<file path="src/hdl/dbm_regs.svh">
// Register offsets, field positions, reset values and timing counts
`ifndef DBM_REGS_SVH
`define DBM_REGS_SVH

`define DBM_CLK_NS          10
`define DBM_DEAD_NS         300
`define DBM_OC_FILT_NS      10000
`define DBM_OFF_NS          50000
// Least times round up to whole cycles
`define DBM_DEAD_CYC        ((`DBM_DEAD_NS + `DBM_CLK_NS - 1) / `DBM_CLK_NS)
`define DBM_OC_FILT_CYC     ((`DBM_OC_FILT_NS + `DBM_CLK_NS - 1) / `DBM_CLK_NS)
`define DBM_OFF_CYC         ((`DBM_OFF_NS + `DBM_CLK_NS - 1) / `DBM_CLK_NS)

`define DBM_ADDR_STATUS     8'h00
`define DBM_ADDR_CLEAR      8'h04
`define DBM_ADDR_ENABLE     8'h08
`define DBM_ADDR_STATE      8'h0C
`define DBM_ADDR_RETRY      8'h10

`define DBM_EV_W            4
`define DBM_EV_OC_A         0
`define DBM_EV_OC_B         1
`define DBM_EV_THERMAL      2
`define DBM_EV_REENABLE     3
`define DBM_ENABLE_RST      4'h0

`define DBM_ST_FAULT        0
`define DBM_ST_RUN          1
`define DBM_ST_OC_A         2
`define DBM_ST_OC_B         3
`define DBM_ST_THERMAL      4
`define DBM_RETRY_W         16

`endif

</file>
<file path="src/hdl/dbm_pkg.sv">
// Types shared by the bridge control design
package dbm_pkg;

  typedef enum logic [1:0] {
    LEG_OFF  = 2'b00,
    LEG_HIGH = 2'b01,
    LEG_LOW  = 2'b10
  } dbm_leg_e;

  typedef enum logic [1:0] {
    PROT_RUN    = 2'b00,
    PROT_OC_OFF = 2'b01,
    PROT_TH_OFF = 2'b10
  } dbm_prot_e;

  typedef struct packed {
    logic direction_in_a;
    logic direction_in_b;
    logic pwm;
  } dbm_cmd_s;

  typedef struct packed {
    logic leg1_hi;
    logic leg1_lo;
    logic leg2_hi;
    logic leg2_lo;
  } dbm_gate_s;

endpackage : dbm_pkg

</file>
<file path="src/hdl/dbm_top.sv">
// Dual bridge control with protection sequencer and APB registers
`timescale 1ns/1ps
`include "dbm_regs.svh"

////////////////////////////////////////////////////////////////////////////////
// Overview of operation
// - While PWM toggles, a bridge with exactly one direction input high alternates between its drive direction (PWM high) and short brake (PWM low).
// - Every swap of conduction within a leg passes through at least 300 ns with both transistors off.
// - Direction reversal or drive/brake changes need no host off time; the internal dead time covers them.
// - An over-temperature trip switches off every output transistor of both bridges.
// - After a thermal shutdown the outputs come back on by themselves once 50 us off time has passed and TEMP_COOL has released the latch.
// - Over-temperature uses hysteresis and clears only when the cool indication shows 40 C below trip.
// - Each transistor's current is watched separately and an overcurrent on any one switches all off.
// - An overcurrent shutdown runs a 50 us timer after which the outputs return with no host action.
// - A fresh overcurrent after re-enable repeats the shutdown, off time and retry, without limit.
// - Overcurrent trips only after the excess persists 10 us continuously; shorter bursts are ignored.
// - The fault flag is high while either current limiter or the thermal shutdown is active, else low.
// - The fault flag returns low by itself when the limiter ends or the thermal condition is released.
module dbm_top #(
  parameter int DEAD_CYC    = `DBM_DEAD_CYC,
  parameter int OC_FILT_CYC = `DBM_OC_FILT_CYC,
  parameter int OFF_CYC     = `DBM_OFF_CYC
) (
  input  wire logic              CLK,
  input  wire logic              RST,
  input  wire logic              PSEL,
  input  wire logic              PENABLE,
  input  wire logic              PWRITE,
  input  wire logic [7:0]        PADDR,
  input  wire logic [31:0]       PWDATA,
  output logic [31:0]            PRDATA,
  output logic                   PREADY,
  output logic                   PSLVERR,
  input  wire logic              STANDBY_RELEASE,
  input  wire dbm_pkg::dbm_cmd_s BRIDGE_A_IN,
  input  wire dbm_pkg::dbm_cmd_s BRIDGE_B_IN,
  input  wire logic [7:0]        OC_SENSE,
  input  wire logic              TEMP_TRIP,
  input  wire logic              TEMP_COOL,
  output dbm_pkg::dbm_gate_s     BRIDGE_A_GATE,
  output dbm_pkg::dbm_gate_s     BRIDGE_B_GATE,
  output logic                   FAULT_FLAG_OUT,
  output logic                   IRQ
);
  localparam int TW = $clog2(OFF_CYC + 1);
  localparam logic [TW-1:0] OFF_LOAD = TW'(OFF_CYC - 1);

  ////////////////////////////////////////////////////////////////////////////////
  // Declarations

  dbm_pkg::dbm_prot_e      prot_q;
  dbm_pkg::dbm_prot_e      prot_d;
  logic [TW-1:0]           timer_q;
  logic [TW-1:0]           timer_d;
  logic [1:0]              oc_active_q;
  logic [1:0]              oc_active_d;
  logic                    th_latch_q;
  logic [7:0]              oc_tripped;
  logic                    oc_a;
  logic                    oc_b;
  logic                    drive_en;
  logic [`DBM_EV_W-1:0]    ev;
  logic [`DBM_EV_W-1:0]    status_q;
  logic [`DBM_EV_W-1:0]    status_d;
  logic [`DBM_EV_W-1:0]    enable_q;
  logic [`DBM_RETRY_W-1:0] retry_q;
  logic                    access;
  logic                    wr;
  logic                    clr_hit;
  logic [31:0]             rdata;
  logic                    unmapped;

  ////////////////////////////////////////////////////////////////////////////////
  // Bridges

  assign drive_en = (prot_q == dbm_pkg::PROT_RUN);

  dbm_bridge #(
    .DEAD_CYC (DEAD_CYC)
  ) u_bridge_a (
    .clk             (CLK),
    .rst             (RST),
    .drive_en        (drive_en),
    .standby_release (STANDBY_RELEASE),
    .cmd             (BRIDGE_A_IN),
    .gate_q          (BRIDGE_A_GATE)
  );

  dbm_bridge #(
    .DEAD_CYC (DEAD_CYC)
  ) u_bridge_b (
    .clk             (CLK),
    .rst             (RST),
    .drive_en        (drive_en),
    .standby_release (STANDBY_RELEASE),
    .cmd             (BRIDGE_B_IN),
    .gate_q          (BRIDGE_B_GATE)
  );

  ////////////////////////////////////////////////////////////////////////////////
  // Overcurrent filters, one per transistor

  // Filters held cleared while off so a retry starts a fresh 10 us window
  for (genvar g = 0; g < 8; g++)
  begin : g_oc
    dbm_glitch_filter #(
      .FILT_CYC (OC_FILT_CYC)
    ) u_filt (
      .clk       (CLK),
      .rst       (RST),
      .hold      (!drive_en),
      .level     (OC_SENSE[g]),
      .tripped_q (oc_tripped[g])
    );
  end

  assign oc_a = |oc_tripped[3:0];
  assign oc_b = |oc_tripped[7:4];

  ////////////////////////////////////////////////////////////////////////////////
  // Thermal hysteresis

  always_ff @(posedge CLK)
  begin
    if (RST)
      th_latch_q <= 1'b0;
    else if (TEMP_TRIP)
      th_latch_q <= 1'b1;
    else if (TEMP_COOL)
      th_latch_q <= 1'b0;
  end

  ////////////////////////////////////////////////////////////////////////////////
  // Protection sequencer

  // Thermal outranks overcurrent; timer counts clock cycles, not PWM edges
  always_comb
  begin
    prot_d      = prot_q;
    timer_d     = timer_q;
    oc_active_d = oc_active_q;
    ev          = '0;
    case (prot_q)
      dbm_pkg::PROT_RUN:
      begin
        if (TEMP_TRIP)
        begin
          prot_d                = dbm_pkg::PROT_TH_OFF;
          timer_d               = OFF_LOAD;
          ev[`DBM_EV_THERMAL]   = 1'b1;
        end
        else if (oc_a || oc_b)
        begin
          prot_d                = dbm_pkg::PROT_OC_OFF;
          timer_d               = OFF_LOAD;
          oc_active_d           = {oc_b, oc_a};
          ev[`DBM_EV_OC_A]      = oc_a;
          ev[`DBM_EV_OC_B]      = oc_b;
        end
      end
      dbm_pkg::PROT_OC_OFF:
      begin
        if (TEMP_TRIP)
        begin
          prot_d                = dbm_pkg::PROT_TH_OFF;
          timer_d               = OFF_LOAD;
          oc_active_d           = '0;
          ev[`DBM_EV_THERMAL]   = 1'b1;
        end
        else if (timer_q == '0)
        begin
          prot_d                = dbm_pkg::PROT_RUN;
          oc_active_d           = '0;
          ev[`DBM_EV_REENABLE]  = 1'b1;
        end
        else
          timer_d = timer_q - TW'(1);
      end
      dbm_pkg::PROT_TH_OFF:
      begin
        if (timer_q != '0)
          timer_d = timer_q - TW'(1);
        else if (th_latch_q)
          timer_d = OFF_LOAD;
        else
        begin
          prot_d                = dbm_pkg::PROT_RUN;
          ev[`DBM_EV_REENABLE]  = 1'b1;
        end
      end
      default:
      begin
        prot_d  = dbm_pkg::PROT_TH_OFF;
        timer_d = OFF_LOAD;
      end
    endcase
  end

  always_ff @(posedge CLK)
  begin
    if (RST)
    begin
      prot_q      <= dbm_pkg::PROT_RUN;
      timer_q     <= '0;
      oc_active_q <= '0;
    end
    else
    begin
      prot_q      <= prot_d;
      timer_q     <= timer_d;
      oc_active_q <= oc_active_d;
    end
  end

  always_ff @(posedge CLK)
  begin
    if (RST)
      FAULT_FLAG_OUT <= 1'b0;
    else
      FAULT_FLAG_OUT <= (prot_d != dbm_pkg::PROT_RUN) || TEMP_TRIP || th_latch_q;
  end

  // Saturates so a stuck short cannot wrap the count back to zero
  always_ff @(posedge CLK)
  begin
    if (RST)
      retry_q <= '0;
    else if (ev[`DBM_EV_REENABLE] && (retry_q != '1))
      retry_q <= retry_q + `DBM_RETRY_W'(1);
  end

  ////////////////////////////////////////////////////////////////////////////////
  // APB slave

  // One wait state: PREADY rises on the second access cycle
  assign access  = PSEL && PENABLE && PREADY;
  assign wr      = access && PWRITE;
  assign clr_hit = wr && (PADDR == `DBM_ADDR_CLEAR);

  always_comb
  begin
    rdata    = '0;
    unmapped = 1'b0;
    case (PADDR)
      `DBM_ADDR_STATUS: rdata[`DBM_EV_W-1:0] = status_q;
      `DBM_ADDR_CLEAR:  rdata = '0;
      `DBM_ADDR_ENABLE: rdata[`DBM_EV_W-1:0] = enable_q;
      `DBM_ADDR_STATE:
      begin
        rdata[`DBM_ST_FAULT]   = FAULT_FLAG_OUT;
        rdata[`DBM_ST_RUN]     = drive_en;
        rdata[`DBM_ST_OC_A]    = oc_active_q[0];
        rdata[`DBM_ST_OC_B]    = oc_active_q[1];
        rdata[`DBM_ST_THERMAL] = th_latch_q;
      end
      `DBM_ADDR_RETRY:  rdata[`DBM_RETRY_W-1:0] = retry_q;
      default:          unmapped = 1'b1;
    endcase
  end

  always_ff @(posedge CLK)
  begin
    if (RST)
    begin
      PREADY  <= 1'b0;
      PRDATA  <= '0;
      PSLVERR <= 1'b0;
    end
    else
    begin
      PREADY  <= PSEL && PENABLE && !PREADY;
      PRDATA  <= (PSEL && PENABLE && !PREADY && !PWRITE) ? rdata : '0;
      PSLVERR <= PSEL && PENABLE && !PREADY && unmapped;
    end
  end

  always_ff @(posedge CLK)
  begin
    if (RST)
      enable_q <= `DBM_ENABLE_RST;
    else if (wr && (PADDR == `DBM_ADDR_ENABLE))
      enable_q <= PWDATA[`DBM_EV_W-1:0];
  end

  ////////////////////////////////////////////////////////////////////////////////
  // Interrupts

  // New event beats a clear in the same cycle
  always_comb
  begin
    status_d = status_q & ~(clr_hit ? PWDATA[`DBM_EV_W-1:0] : '0);
    status_d = status_d | ev;
  end

  always_ff @(posedge CLK)
  begin
    if (RST)
    begin
      status_q <= '0;
      IRQ      <= 1'b0;
    end
    else
    begin
      status_q <= status_d;
      IRQ      <= |(status_d & enable_q);
    end
  end
endmodule : dbm_top

</file>
<file path="src/hdl/dbm_glitch_filter.sv">
// Persistence filter for one transistor's overcurrent sense
`timescale 1ns/1ps
`include "dbm_regs.svh"
module dbm_glitch_filter #(
  parameter int FILT_CYC = `DBM_OC_FILT_CYC
) (
  input  wire logic clk,
  input  wire logic rst,
  input  wire logic hold,
  input  wire logic level,
  output logic      tripped_q
);
  localparam int CW = $clog2(FILT_CYC + 1);
  localparam logic [CW-1:0] LAST = CW'(FILT_CYC - 1);
  localparam logic [CW-1:0] FULL = CW'(FILT_CYC);

  logic [CW-1:0] cnt_q;

  always_ff @(posedge clk)
  begin
    if (rst || hold || !level)
      cnt_q <= '0;
    else if (cnt_q != FULL)
      cnt_q <= cnt_q + CW'(1);
  end

  // Any low sample restarts the count
  always_ff @(posedge clk)
  begin
    if (rst || hold)
      tripped_q <= 1'b0;
    else
      tripped_q <= level && (cnt_q >= LAST);
  end
endmodule : dbm_glitch_filter

</file>
<file path="src/hdl/dbm_bridge.sv">
// One full bridge: input decode and per-leg dead time
`timescale 1ns/1ps
`include "dbm_regs.svh"
module dbm_bridge #(
  parameter int DEAD_CYC = `DBM_DEAD_CYC
) (
  input  wire logic              clk,
  input  wire logic              rst,
  input  wire logic              drive_en,
  input  wire logic              standby_release,
  input  wire dbm_pkg::dbm_cmd_s cmd,
  output dbm_pkg::dbm_gate_s     gate_q
);
  localparam int CW = $clog2(DEAD_CYC + 1);

  dbm_pkg::dbm_leg_e want [2];
  dbm_pkg::dbm_leg_e leg_q [2];
  dbm_pkg::dbm_leg_e leg_d [2];
  logic [CW-1:0]     cnt_q [2];
  logic [CW-1:0]     cnt_d [2];

  always_comb
  begin
    if (!drive_en || !standby_release || (!cmd.direction_in_a && !cmd.direction_in_b))
    begin
      want[0] = dbm_pkg::LEG_OFF;
      want[1] = dbm_pkg::LEG_OFF;
    end
    else if ((cmd.direction_in_a && cmd.direction_in_b) || !cmd.pwm)
    begin
      want[0] = dbm_pkg::LEG_LOW;
      want[1] = dbm_pkg::LEG_LOW;
    end
    else if (cmd.direction_in_a)
    begin
      want[0] = dbm_pkg::LEG_HIGH;
      want[1] = dbm_pkg::LEG_LOW;
    end
    else
    begin
      want[0] = dbm_pkg::LEG_LOW;
      want[1] = dbm_pkg::LEG_HIGH;
    end
  end

  // Leaving conduction always passes through off for DEAD_CYC+1 cycles
  always_comb
  begin
    for (int i = 0; i < 2; i++)
    begin
      leg_d[i] = leg_q[i];
      cnt_d[i] = (cnt_q[i] != '0) ? cnt_q[i] - CW'(1) : cnt_q[i];
      if (want[i] != leg_q[i])
      begin
        if (leg_q[i] != dbm_pkg::LEG_OFF)
        begin
          leg_d[i] = dbm_pkg::LEG_OFF;
          cnt_d[i] = CW'(DEAD_CYC);
        end
        else if (cnt_q[i] == '0)
          leg_d[i] = want[i];
      end
    end
  end

  always_ff @(posedge clk)
  begin
    for (int i = 0; i < 2; i++)
    begin
      if (rst)
      begin
        leg_q[i] <= dbm_pkg::LEG_OFF;
        cnt_q[i] <= '0;
      end
      else
      begin
        leg_q[i] <= leg_d[i];
        cnt_q[i] <= cnt_d[i];
      end
    end
  end

  always_ff @(posedge clk)
  begin
    if (rst)
      gate_q <= '0;
    else
    begin
      gate_q.leg1_hi <= (leg_d[0] == dbm_pkg::LEG_HIGH);
      gate_q.leg1_lo <= (leg_d[0] == dbm_pkg::LEG_LOW);
      gate_q.leg2_hi <= (leg_d[1] == dbm_pkg::LEG_HIGH);
      gate_q.leg2_lo <= (leg_d[1] == dbm_pkg::LEG_LOW);
    end
  end
endmodule : dbm_bridge

</file>
<file path="config.mk">
export PLATFORM = sky130hd
export DESIGN_NAME = dbm_top
export DESIGN_NICKNAME = d
export VERILOG_FILES = /design/src/hdl/dbm_pkg.sv /design/src/hdl/dbm_top.sv /design/src/hdl/dbm_glitch_filter.sv /design/src/hdl/dbm_bridge.sv
export VERILOG_INCLUDE_DIRS = /design/src /design/src/hdl
export SDC_FILE = /design/constraint.sdc
export NUM_CORES = 1
export LEC_CHECK = 0
export ABC_CLOCK_PERIOD_IN_PS = 4200
export BUFFER_PORTS_ARGS = -buffer_cell sky130_fd_sc_hd__buf_2
export CAP_MARGIN = 20
export CORE_ASPECT_RATIO = 1.1
export CORE_MARGIN = 2
export CORE_UTILIZATION = 45
export CTS_CLUSTER_SIZE = 14
export DETAILED_ROUTE_END_ITERATION = 6
export HOLD_SLACK_MARGIN = 0.02
export PLACE_DENSITY = 0.71
export SETUP_SLACK_MARGIN = 0.05
export SLEW_MARGIN = 20
export SYNTH_ARGS = -nofsm -noshare
export SYNTH_HDL_FRONTEND = slang
export SYNTH_SLANG_ARGS = --single-unit
</file>
<file path="constraint.sdc">
create_clock -name CLK -period 4.2 [get_ports CLK]
set_input_delay 0.84 -clock CLK [delete_from_list [all_inputs] [get_ports CLK]]
set_output_delay 0.84 -clock CLK [all_outputs]
set_load 0.02 [all_outputs]
</file>
==> results of run 1 <==
## worst max-delay path, stage by stage (launching register included)
cell and delay [ps]:
dfxtp_1 320, inv_1 90, ha_1 290, nor4b_1 390
o2111a_1 400, o211ai_1 390, or3_1 470, a21oi_1 140
## layer usage
metal	global-route usage (%)	vias to the layer above	wire length, um
met3	2.88	15	522
li1	-	3500	-
met4	6.42	0	167
met2	27.9	89	7620
met5	0	-	0
met1	21.6	3105	7880
## power by group
part | leakage [nW] | internal, W | switching (W) | total [W]
logic | 1.86 | 0.000318 | 0.000423 | 0.000741
clock network | 0.293 | 0.000930 | 0.000700 | 0.00163
registers | 1.51 | 0.00188 | 0.0000946 | 0.00197
total | 3.66 | 0.00313 | 0.00122 | 0.00434
## how the worst min path moves through the flow
stage	startpoint	to	slack, ps	cells after the start
floorplan	u_bridge_a.leg_q[0][0]	u_bridge_a.gate_q[2]	440	1
global placement	enable_q[3]	enable_q[3]	460	2
detailed placement	u_bridge_a.leg_q[0][0]	u_bridge_a.gate_q[2]	460	1
CTS	u_bridge_a.leg_q[0][0]	u_bridge_a.gate_q[2]	480	1
global route	u_bridge_a.leg_q[0][0]	u_bridge_a.gate_q[2]	500	1
finish	u_bridge_a.leg_q[0][0]	u_bridge_a.gate_q[2]	480	1
## stage by stage
step,cell area [um^2],power (W)
floorplan,8530,0.00260
global placement,8930,0.00272
detailed placement,8930,0.00275
CTS,9540,0.00438
global route,9540,0.00458
finish,9540,0.00434
## sequential cells by signal (all words and copies together), names as in the netlist
signal / flops
FAULT_FLAG_OUT: 1
IRQ: 1
PRDATA: 16
PREADY: 1
PSLVERR: 1
enable_q: 4
g_oc.u_filt.cnt_q: 80
g_oc.u_filt.tripped_q: 8
oc_active_q: 2
prot_q: 2
retry_q: 16
status_q: 4
th_latch_q: 1
timer_q: 13
u_bridge_a.cnt_q: 10
u_bridge_a.gate_q: 4
u_bridge_a.leg_q: 4
u_bridge_b.cnt_q: 10
u_bridge_b.gate_q: 4
u_bridge_b.leg_q: 4
## cell type report
cell class                 count  area share, %
antenna                        1         0.0262
clock buffer                  20           4.89
clock inverter                12           1.44
inverter                      35           1.38
multi-input combinational    719           46.7
sequential                   186           39.0
tap                          243           3.19
timing repair buffer          63           3.36
## layout by cell type, fill, tap and decap left out, types with 8 or more instances in the layout
cell type  instances
clkbuf_16         17
nor4b_1           11
conb_1            16
inv_1             35
nor4bb_1           8
nand4_1           19
nand3_1           42
or4_1              8
buf_2             61
o21ai_0           47
nand2_1           62
o211a_1            8
a211oi_1          10
a21oi_1           78
nor2_1           123
xnor2_1           31
ha_1              26
and3_1            27
nor3_1            15
or3_1             27
nor3b_1            9
and2_1            15
xor2_1            48
dfxtp_1          186
## synth_stat cells (5+ instances only)
cell type	n	area share, %
o22ai_1	5	0.37
dfxtp_1	186	44
buf_4	16	1.4
nor3b_1	9	0.80
xor2_1	48	5.0
nand2_1	62	2.7
a21oi_1	78	4.6
nor2_1	123	5.4
nor4b_1	11	1.1
and2_1	15	1.1
inv_1	35	1.5
or4_1	8	0.71
nor2b_1	6	0.44
a22oi_1	5	0.44
and3_1	27	2.0
nand3_1	42	2.5
nand2b_1	5	0.37
ha_1	26	3.8
or3_1	27	2.0
nor4_1	6	0.44
xnor2_1	31	3.2
nor4bb_1	8	0.94
nand4_1	19	1.4
o211a_1	8	0.94
o21ai_0	47	2.8
and3b_1	5	0.52
clkbuf_1	20	0.89
nor3_1	15	0.89
a211oi_1	10	0.89
## logic make-up after synthesis
kind of cell,Yosys count,share of synthesized area [%]
xor gates and xnor gates,79,8.16
DFF,186,43.9
adders and majority gates,26,3.84
and+or+nand+nor,408,25.9
muxes,7,0.885
buffers and inverters,75,4.24
other,1,0.0442
AOI/OAI and AO/OA,183,13.0
==> impl_metrics.yaml, run 1 <==
outcome:
  status: "finished, final reports clean"
critical_path:
  critPathKind: "flip-flop to flip-flop"
  crit_arrival_ps: 2930
  r2r_end: "retry_q[3]"
  worstReg2RegStart: "timer_q[1]"
  setup.worst_path.start: "timer_q[1]"
  rrSetupSlack_ps: 1640
  endpoint_kind: "flip-flop"
  crit_required_ps: 4560
  ff2ff_path_depth: 7
  cp_max_fo: 12
  endpoint: "retry_q[3]"
  cp-start-kind: "flip-flop"
sta:
  timing.final.ws_setup_ps: 1640
  final_hold_viol_count: 0
  setup_viol_count_final: 0
  clock_skew_ps: 10.4
  fin_crit_ps: 2560
  worst_pin_slew_ps: 841
  final_max_slew_viol_count: 0
  rsz0062_at_grt: "no"
  maxSlewHeadroom_pct: 43.5
  fmax_ghz: 0.390
  tns_ps: 0
  worst_hold_slack_ps: 482
  fin_crit_sh_pct: 61.1
placed_design:
  dp.cells: 1246
  dp_hpwl_um: 11500
  io_buffers: 61
  pre_cts_ws_ps: 1240
  gp_congestion: 0.798
clock_tree:
  h-tree-depth: 4
  cts_tree: "built"
  cts_hold_buf: 0
  clk_pin_slew_ps: 70
  postCtsSetupBuffers: 0
  clock-sinks: 186
  clk_latency_ps: 440
  ctsResizeCount: 0
  clock_tree.root_cell: "clkbuf_16"
  cts_buffers: 17
  cts.path.max_buffers: 2
grt:
  grt_util_all_layers_pct: 16.7
  grt_max_degree: 39
  grt_pass1_wl_um: 27800
  antenna_found_initial: 1
  overflow: 0
  grt_pass1_vias: 6189
routing:
  routedWlPerCell_um: 12.7
  first_pass_iters: 4
  vias: 6709
  routed_via_density: 5.25
  drt-total-wl_um: 16200
  drt_iter0_drc: 343
  antenna_left: 0
  drc: 0
flow_run:
  cap_viol_max_count: 0
final_layout:
  fin_nets: 1110
  fin_util_pct: 51.8
  multi_input_area_um2: 4450
  area_growth_pct: 12.5
  fillers: 1719
  seq_area_um2: 3720
  drive_above_1_share_pct: 11.0
  fin_cells: 1279
power:
  powerDensity_nw_per_um2: 455
  irDropWorstVdd_mv: 0.307
  leakage_nw: 3.66
hold_path:
  hp-class: "flip-flop to flip-flop"
synthesis:
  synth_edf_count: 0
  syn_area_per_cell_um2: 8.79
  synth_area_um2: 8480
  ys_types: 62
  ys_ff_latch: 186
  seq_area_frac_synth_pct: 43.9
  async_flop_share_pct: 0
  ys_warn_count: 0
  netlist_instances: 965
  synthFlopType: "dfxtp_1"
floorplan:
  dieWidth_um: 135
  die_height_um: 148
  core-area_um2: 18400
  num_rows: 52
  io_pins: 106
  dieArea_um2: 20000
  start_util_pct: 46.0
(Power assumes the default switching activity.)
==> run 2: changes to the inputs <==
ABC_CLOCK_PERIOD_IN_PS = 2280   (was 4200)
PLACE_DENSITY = 0.74   (was 0.71)
clock period = 2.28 ns   (was 4.2 ns; I/O delays follow)
==> run 2 against run 1 <==
Against the previous run:
- via count is 3.2% higher
- total power rose by 86%
- worst hold slack got worse by 180 ps
- register-to-register slack lost 1500 ps
- critical path type unchanged
- largest cell class unchanged
==> impl_metrics.yaml, run 2 (synthesized netlist as in run 1, its figures left out) <==
placed_design:
  dp_hpwl_um: 11900
  io_buffers: 61
  gp_congestion: 0.847
routing:
  drt-total-wl_um: 16700
  antenna_left: 0
  routed_via_density: 5.27
  vias: 6923
  drt_iter0_drc: 483
  drc: 0
  first_pass_iters: 5
  routedWlPerCell_um: 12.7
grt:
  grt_pass1_vias: 6108
  antenna_found_initial: 1
  grt_pass1_wl_um: 28000
  grt_max_degree: 65
  grt_util_all_layers_pct: 17.1
  overflow: 0
clock_tree:
  cts_buffers: 17
  clk_pin_slew_ps: 70
  cts.path.max_buffers: 2
  cts_tree: "built"
  clock_tree.root_cell: "clkbuf_16"
  clock-sinks: 186
  clk_latency_ps: 430
  h-tree-depth: 4
  cts_hold_buf: 0
final_layout:
  drive_above_1_share_pct: 14.1
  final_common_cell: "dfxtp_1"
  reg.largest.list: "g_oc.u_filt.cnt_q (80), PRDATA (16), retry_q (16)"
  largest_reg_flops: 80
  area_growth_pct: 16.2
  largest_register: "g_oc.u_filt.cnt_q"
  fin_nets: 1144
  layout_common_cells: "dfxtp_1 (186), nor2_1 (123), a21oi_1 (78)"
sta:
  clock_skew_ps: 10.4
  worst_hold_slack_ps: 305
  fin_crit_sh_pct: 92.9
  setup_viol_count_final: 0
  final_max_slew_viol_count: 0
  rsz0062_at_grt: "no"
  maxSlewHeadroom_pct: 62.0
  final_hold_viol_count: 0
  worst_pin_slew_ps: 564
  fmax_ghz: 0.472
  fin_crit_ps: 2120
  tns_ps: 0
hold_path:
  hp-class: "primary input to flip-flop"
  hold_path_depth: 3
  hp-start: "PWDATA[3]"
floorplan:
  core-area_um2: 18400
  dieWidth_um: 135
  die_height_um: 148
  io_pins: 106
  dieArea_um2: 20000
  num_rows: 52
  start_util_pct: 46.0
critical_path:
  ff2ff_path_depth: 9
  crit_path_max_incr_delay_ps: 340
  endpoint_kind: "flip-flop"
  cp_max_fo: 10
  cp-start-kind: "flip-flop"
  worstReg2RegStart: "timer_q[1]"
  cp_num_cells: 9
  cp_common_cell: "buf_4"
  crit_family: "simple AND/OR/NAND/NOR gates"
  setup.worst_path.start: "timer_q[1]"
  crit_arrival_ps: 2480
  critPathBufInv: 3
  path_cells: "inv_1 -> ha_1 -> nor4b_2 -> buf_4 -> o2111a_2 -> o211ai_1 -> buf_4 -> or3_1 -> a21oi_1"
  critPathKind: "flip-flop to flip-flop"
  worst_path_max_delay_cell: "or3_1"
  crit_required_ps: 2640
power:
  irDropWorstVdd_mv: 0.573
  finalPower_w: 0.00810
  leakage_nw: 3.83
  powerDensity_nw_per_um2: 822
outcome:
  status: "finished, final reports clean"
flow_run:
  cap_viol_max_count: 0
-- run 2: cell types whose count changed in the layout (fill, tap and decap cells not counted), sizes merged --
cell and delta:
buf +34, bufinv +1, inv -1
-- run 2: path summary, 6_finish.rpt --
path / to / slack [ps]
max: retry_q[3] / 160
min: enable_q[3] / 300
min reg2reg: enable_q[3] / 480
max reg2reg: retry_q[3] / 160
-- run 2: power breakdown --
| part | internal, W | switching (W) | total (W) | leakage, nW |
|---|---|---|---|---|
| sequential | 0.00346 | 0.000170 | 0.00363 | 1.51 |
| clock | 0.00180 | 0.00124 | 0.00304 | 0.297 |
| combinational | 0.000637 | 0.000792 | 0.00143 | 2.03 |
-- run 2: repair_timing --
action	4_1_cts	5_1_grt
pin swaps	0	0
resized for setup	1	6
endpoints found under the setup margin	4	12
setup buffers	1	0
-- run 2: metal layers --
metal | share of wire (%) | vias to the layer above | GRT usage, % | wire, um
li1 | - | 3566 | - | -
met1 | 47 | 3211 | 22.1 | 7920
met2 | 47 | 128 | 28.2 | 7770
met3 | 4.6 | 18 | 3.60 | 762
met4 | 1.3 | 0 | 6.00 | 225
met5 | 0 | - | 0 | 0
-- run 2: stage by stage --
stage / instance area [um^2] / utilization (%) / cells / worst slack (ps)
floorplan: 8530 / - / 980 / 129
global placement: 9190 / 49.9 / 1279 / 50.1
detailed placement: 9190 / 49.9 / 1279 / 32.6
CTS: 9820 / 53.4 / 1312 / 90.1
global route: 9850 / 53.5 / 1312 / 39.4
finish: 9850 / 53.5 / 1313 / 162
-- run 2: area by class of cell --
type                            count  area (um^2)
Timing Repair Buffer               97          588
Antenna cell                        1         2.50
Inverter                           35          131
Clock buffer                       20          457
Multi-Input combinational cell    719         4480
Clock inverter                     12          166
Sequential cell                   186         3720
Tap cell                          243          304
Fill cell                        1691         8560
-- run 2: worst min-delay path, cell delays in order --
cell,delay [ps]
buf_2,110
nand3_1,60
a21oi_1,60
==> run 3: changes to the inputs <==
PLACE_DENSITY = 0.79   (was 0.74)
REMOVE_ABC_BUFFERS = 1   (was unset)
==> run 3 against run 2 <==
Against the previous run:
- total power rose by 3.7%
- sequential power barely moved
- die area did not move
- setup slack improved by 18 ps
- sequential share of layout area fell by 0.11 points
- non-clock buffer count fell by 1
- clock power rose by 9.5%
- global-route usage rose by 0.49 points
==> impl_metrics.yaml, run 3 (synthesized netlist as in run 1, its figures left out) <==
clock_tree:
  clk_latency_ps: 440
  cts_hold_buf: 0
  clock_tree.root_cell: "clkbuf_16"
  clock-sinks: 186
  clk_pin_slew_ps: 70
  h-tree-depth: 4
  cts.path.max_buffers: 2
  cts_buffers: 17
  cts_tree: "built"
routing:
  drc: 0
  routedWlPerCell_um: 13.1
  drt-total-wl_um: 17200
  routed_via_density: 5.38
  vias: 7058
  drt_iter0_drc: 348
  first_pass_iters: 5
  antenna_left: 0
sta:
  fin_crit_sh_pct: 92.1
  final_max_slew_viol_count: 0
  rsz0062_at_grt: "no"
  maxSlewHeadroom_pct: 64.2
  setup_viol_count_final: 0
  timing.final.ws_setup_ps: 180
  worst_pin_slew_ps: 531
  final_hold_viol_count: 0
  fmax_ghz: 0.476
  clock_skew_ps: 11.8
  tns_ps: 0
  fin_crit_ps: 2100
critical_path:
  crit_required_ps: 2600
  crit_arrival_ps: 2420
  cp-start-kind: "flip-flop"
  cp_max_fo: 5
  critPathKind: "flip-flop to flip-flop"
  endpoint_kind: "flip-flop"
grt:
  grt_util_all_layers_pct: 17.6
  grt_pass1_wl_um: 29200
  overflow: 0
  grt_pass1_vias: 6629
  antenna_found_initial: 0
  grt_max_degree: 58
final_layout:
  final_common_cell: "dfxtp_1"
  layout_common_cells: "dfxtp_1 (186), nor2_1 (123), a21oi_1 (78)"
  fin_util_pct: 53.6
  drive_above_1_share_pct: 14.0
  area_growth_pct: 16.5
  fin_cells: 1312
  reg.largest.list: "g_oc.u_filt.cnt_q (80), PRDATA (16), retry_q (16)"
  diodes: 0
  largest_reg_flops: 80
  fin_nets: 1144
  largest_register: "g_oc.u_filt.cnt_q"
  final_cell_area_um2: 9880
  fillers: 1678
floorplan:
  dieWidth_um: 135
  start_util_pct: 46.0
  die_height_um: 148
  num_rows: 52
  core-area_um2: 18400
  io_pins: 106
  dieArea_um2: 20000
placed_design:
  io_buffers: 61
  dp_hpwl_um: 12100
  gp_congestion: 0.854
  pre_cts_ws_ps: 110
  dp.cells: 1278
  place_area_um2: 9180
outcome:
  status: "finished, final reports clean"
power:
  power.share.sequential_pct: 43.3
  clock_power_share_pct: 39.7
  combPwrFrac_pct: 17.0
  p_int_w: 0.00610
  swShare_pct: 27.4
  powerDensity_nw_per_um2: 850
  irDropWorstVdd_mv: 0.541
  p_switching_w: 0.00230
  leakage_nw: 3.85
flow_run:
  cap_viol_max_count: 0
hold_path:
  hp-class: "primary input to flip-flop"
-- run 3: cell types whose count changed in the layout (fill, tap and decap cells not counted), sizes merged --
cell | before | now
inv | 36 | 42
o211ai | 4 | 5
bufinv | 3 | 5
diode | 1 | 0
buf | 97 | 96
clkinvlp | 2 | 1
clkinv | 6 | 1
clkbuf | 20 | 18
-- run 3: cell type report --
class                   count  area, um^2  share of cell area [%]
repair buffers             96         581                    5.88
clock buffers              18         439                    4.45
clock inverters            14         229                    2.32
multi-input cells         720        4470                    45.3
inverters                  35         131                    1.33
well taps                 243         304                    3.08
flip-flops and latches    186        3720                    37.7
-- run 3: final timing paths --
path,from,endpoint,slack (ps),cells past startpoint
worst max register to register,timer_q[0],FAULT_FLAG_OUT,180,8
worst min register to register,u_bridge_a.leg_q[0][0],u_bridge_a.leg_q[0][1],470,1
worst max-delay path,timer_q[0],FAULT_FLAG_OUT,180,8
worst min-delay path,PWDATA[3],enable_q[3],300,3
-- run 3: per-stage QoR --
step | hold WS (ps) | power [W]
after floorplan | 439 | 0.00475
after global placement | 462 | 0.00505
after detailed placement | 456 | 0.00512
after CTS | 291 | 0.00846
after global routing | 306 | 0.00879
final | 297 | 0.00840
-- run 3: what timing repair did --
action	CTS	global route
buffers inserted	0	1
gates resized for setup	0	4
setup endpoints to repair	0	20
-- run 3: critical path, cell delays in order, from the launching register on --
cell	delay [ps]
dfxtp_1	330
inv_1	80
ha_1	170
buf_4	140
nor2b_1	250
and4_1	320
o21ai_0	150
a2111oi_1	440
o21bai_1	100
-- run 3: power groups by stage --
| stage | clock network, W | logic, W | registers, W |
|---|---|---|---|
| finish | 0.00333 | 0.00143 | 0.00363 |
| global route | 0.00352 | 0.00161 | 0.00366 |
| CTS | 0.00340 | 0.00143 | 0.00363 |
| detailed placement | 0 | 0.00141 | 0.00371 |
| global placement | 0 | 0.00136 | 0.00369 |
| floorplan | 0 | 0.00106 | 0.00368 |
-- run 3: layer usage --
| metal | wire length, um | vias to the layer above | track usage [%] | share of wire, % |
|---|---|---|---|---|
| li1 | - | 3571 | - | - |
| met5 | 0 | - | 0 | 0 |
| met1 | 7580 | 3338 | 20.4 | 44 |
| met2 | 8710 | 112 | 31.2 | 50 |
| met3 | 539 | 37 | 3.84 | 3.1 |
| met4 | 415 | 0 | 7.16 | 2.4 |
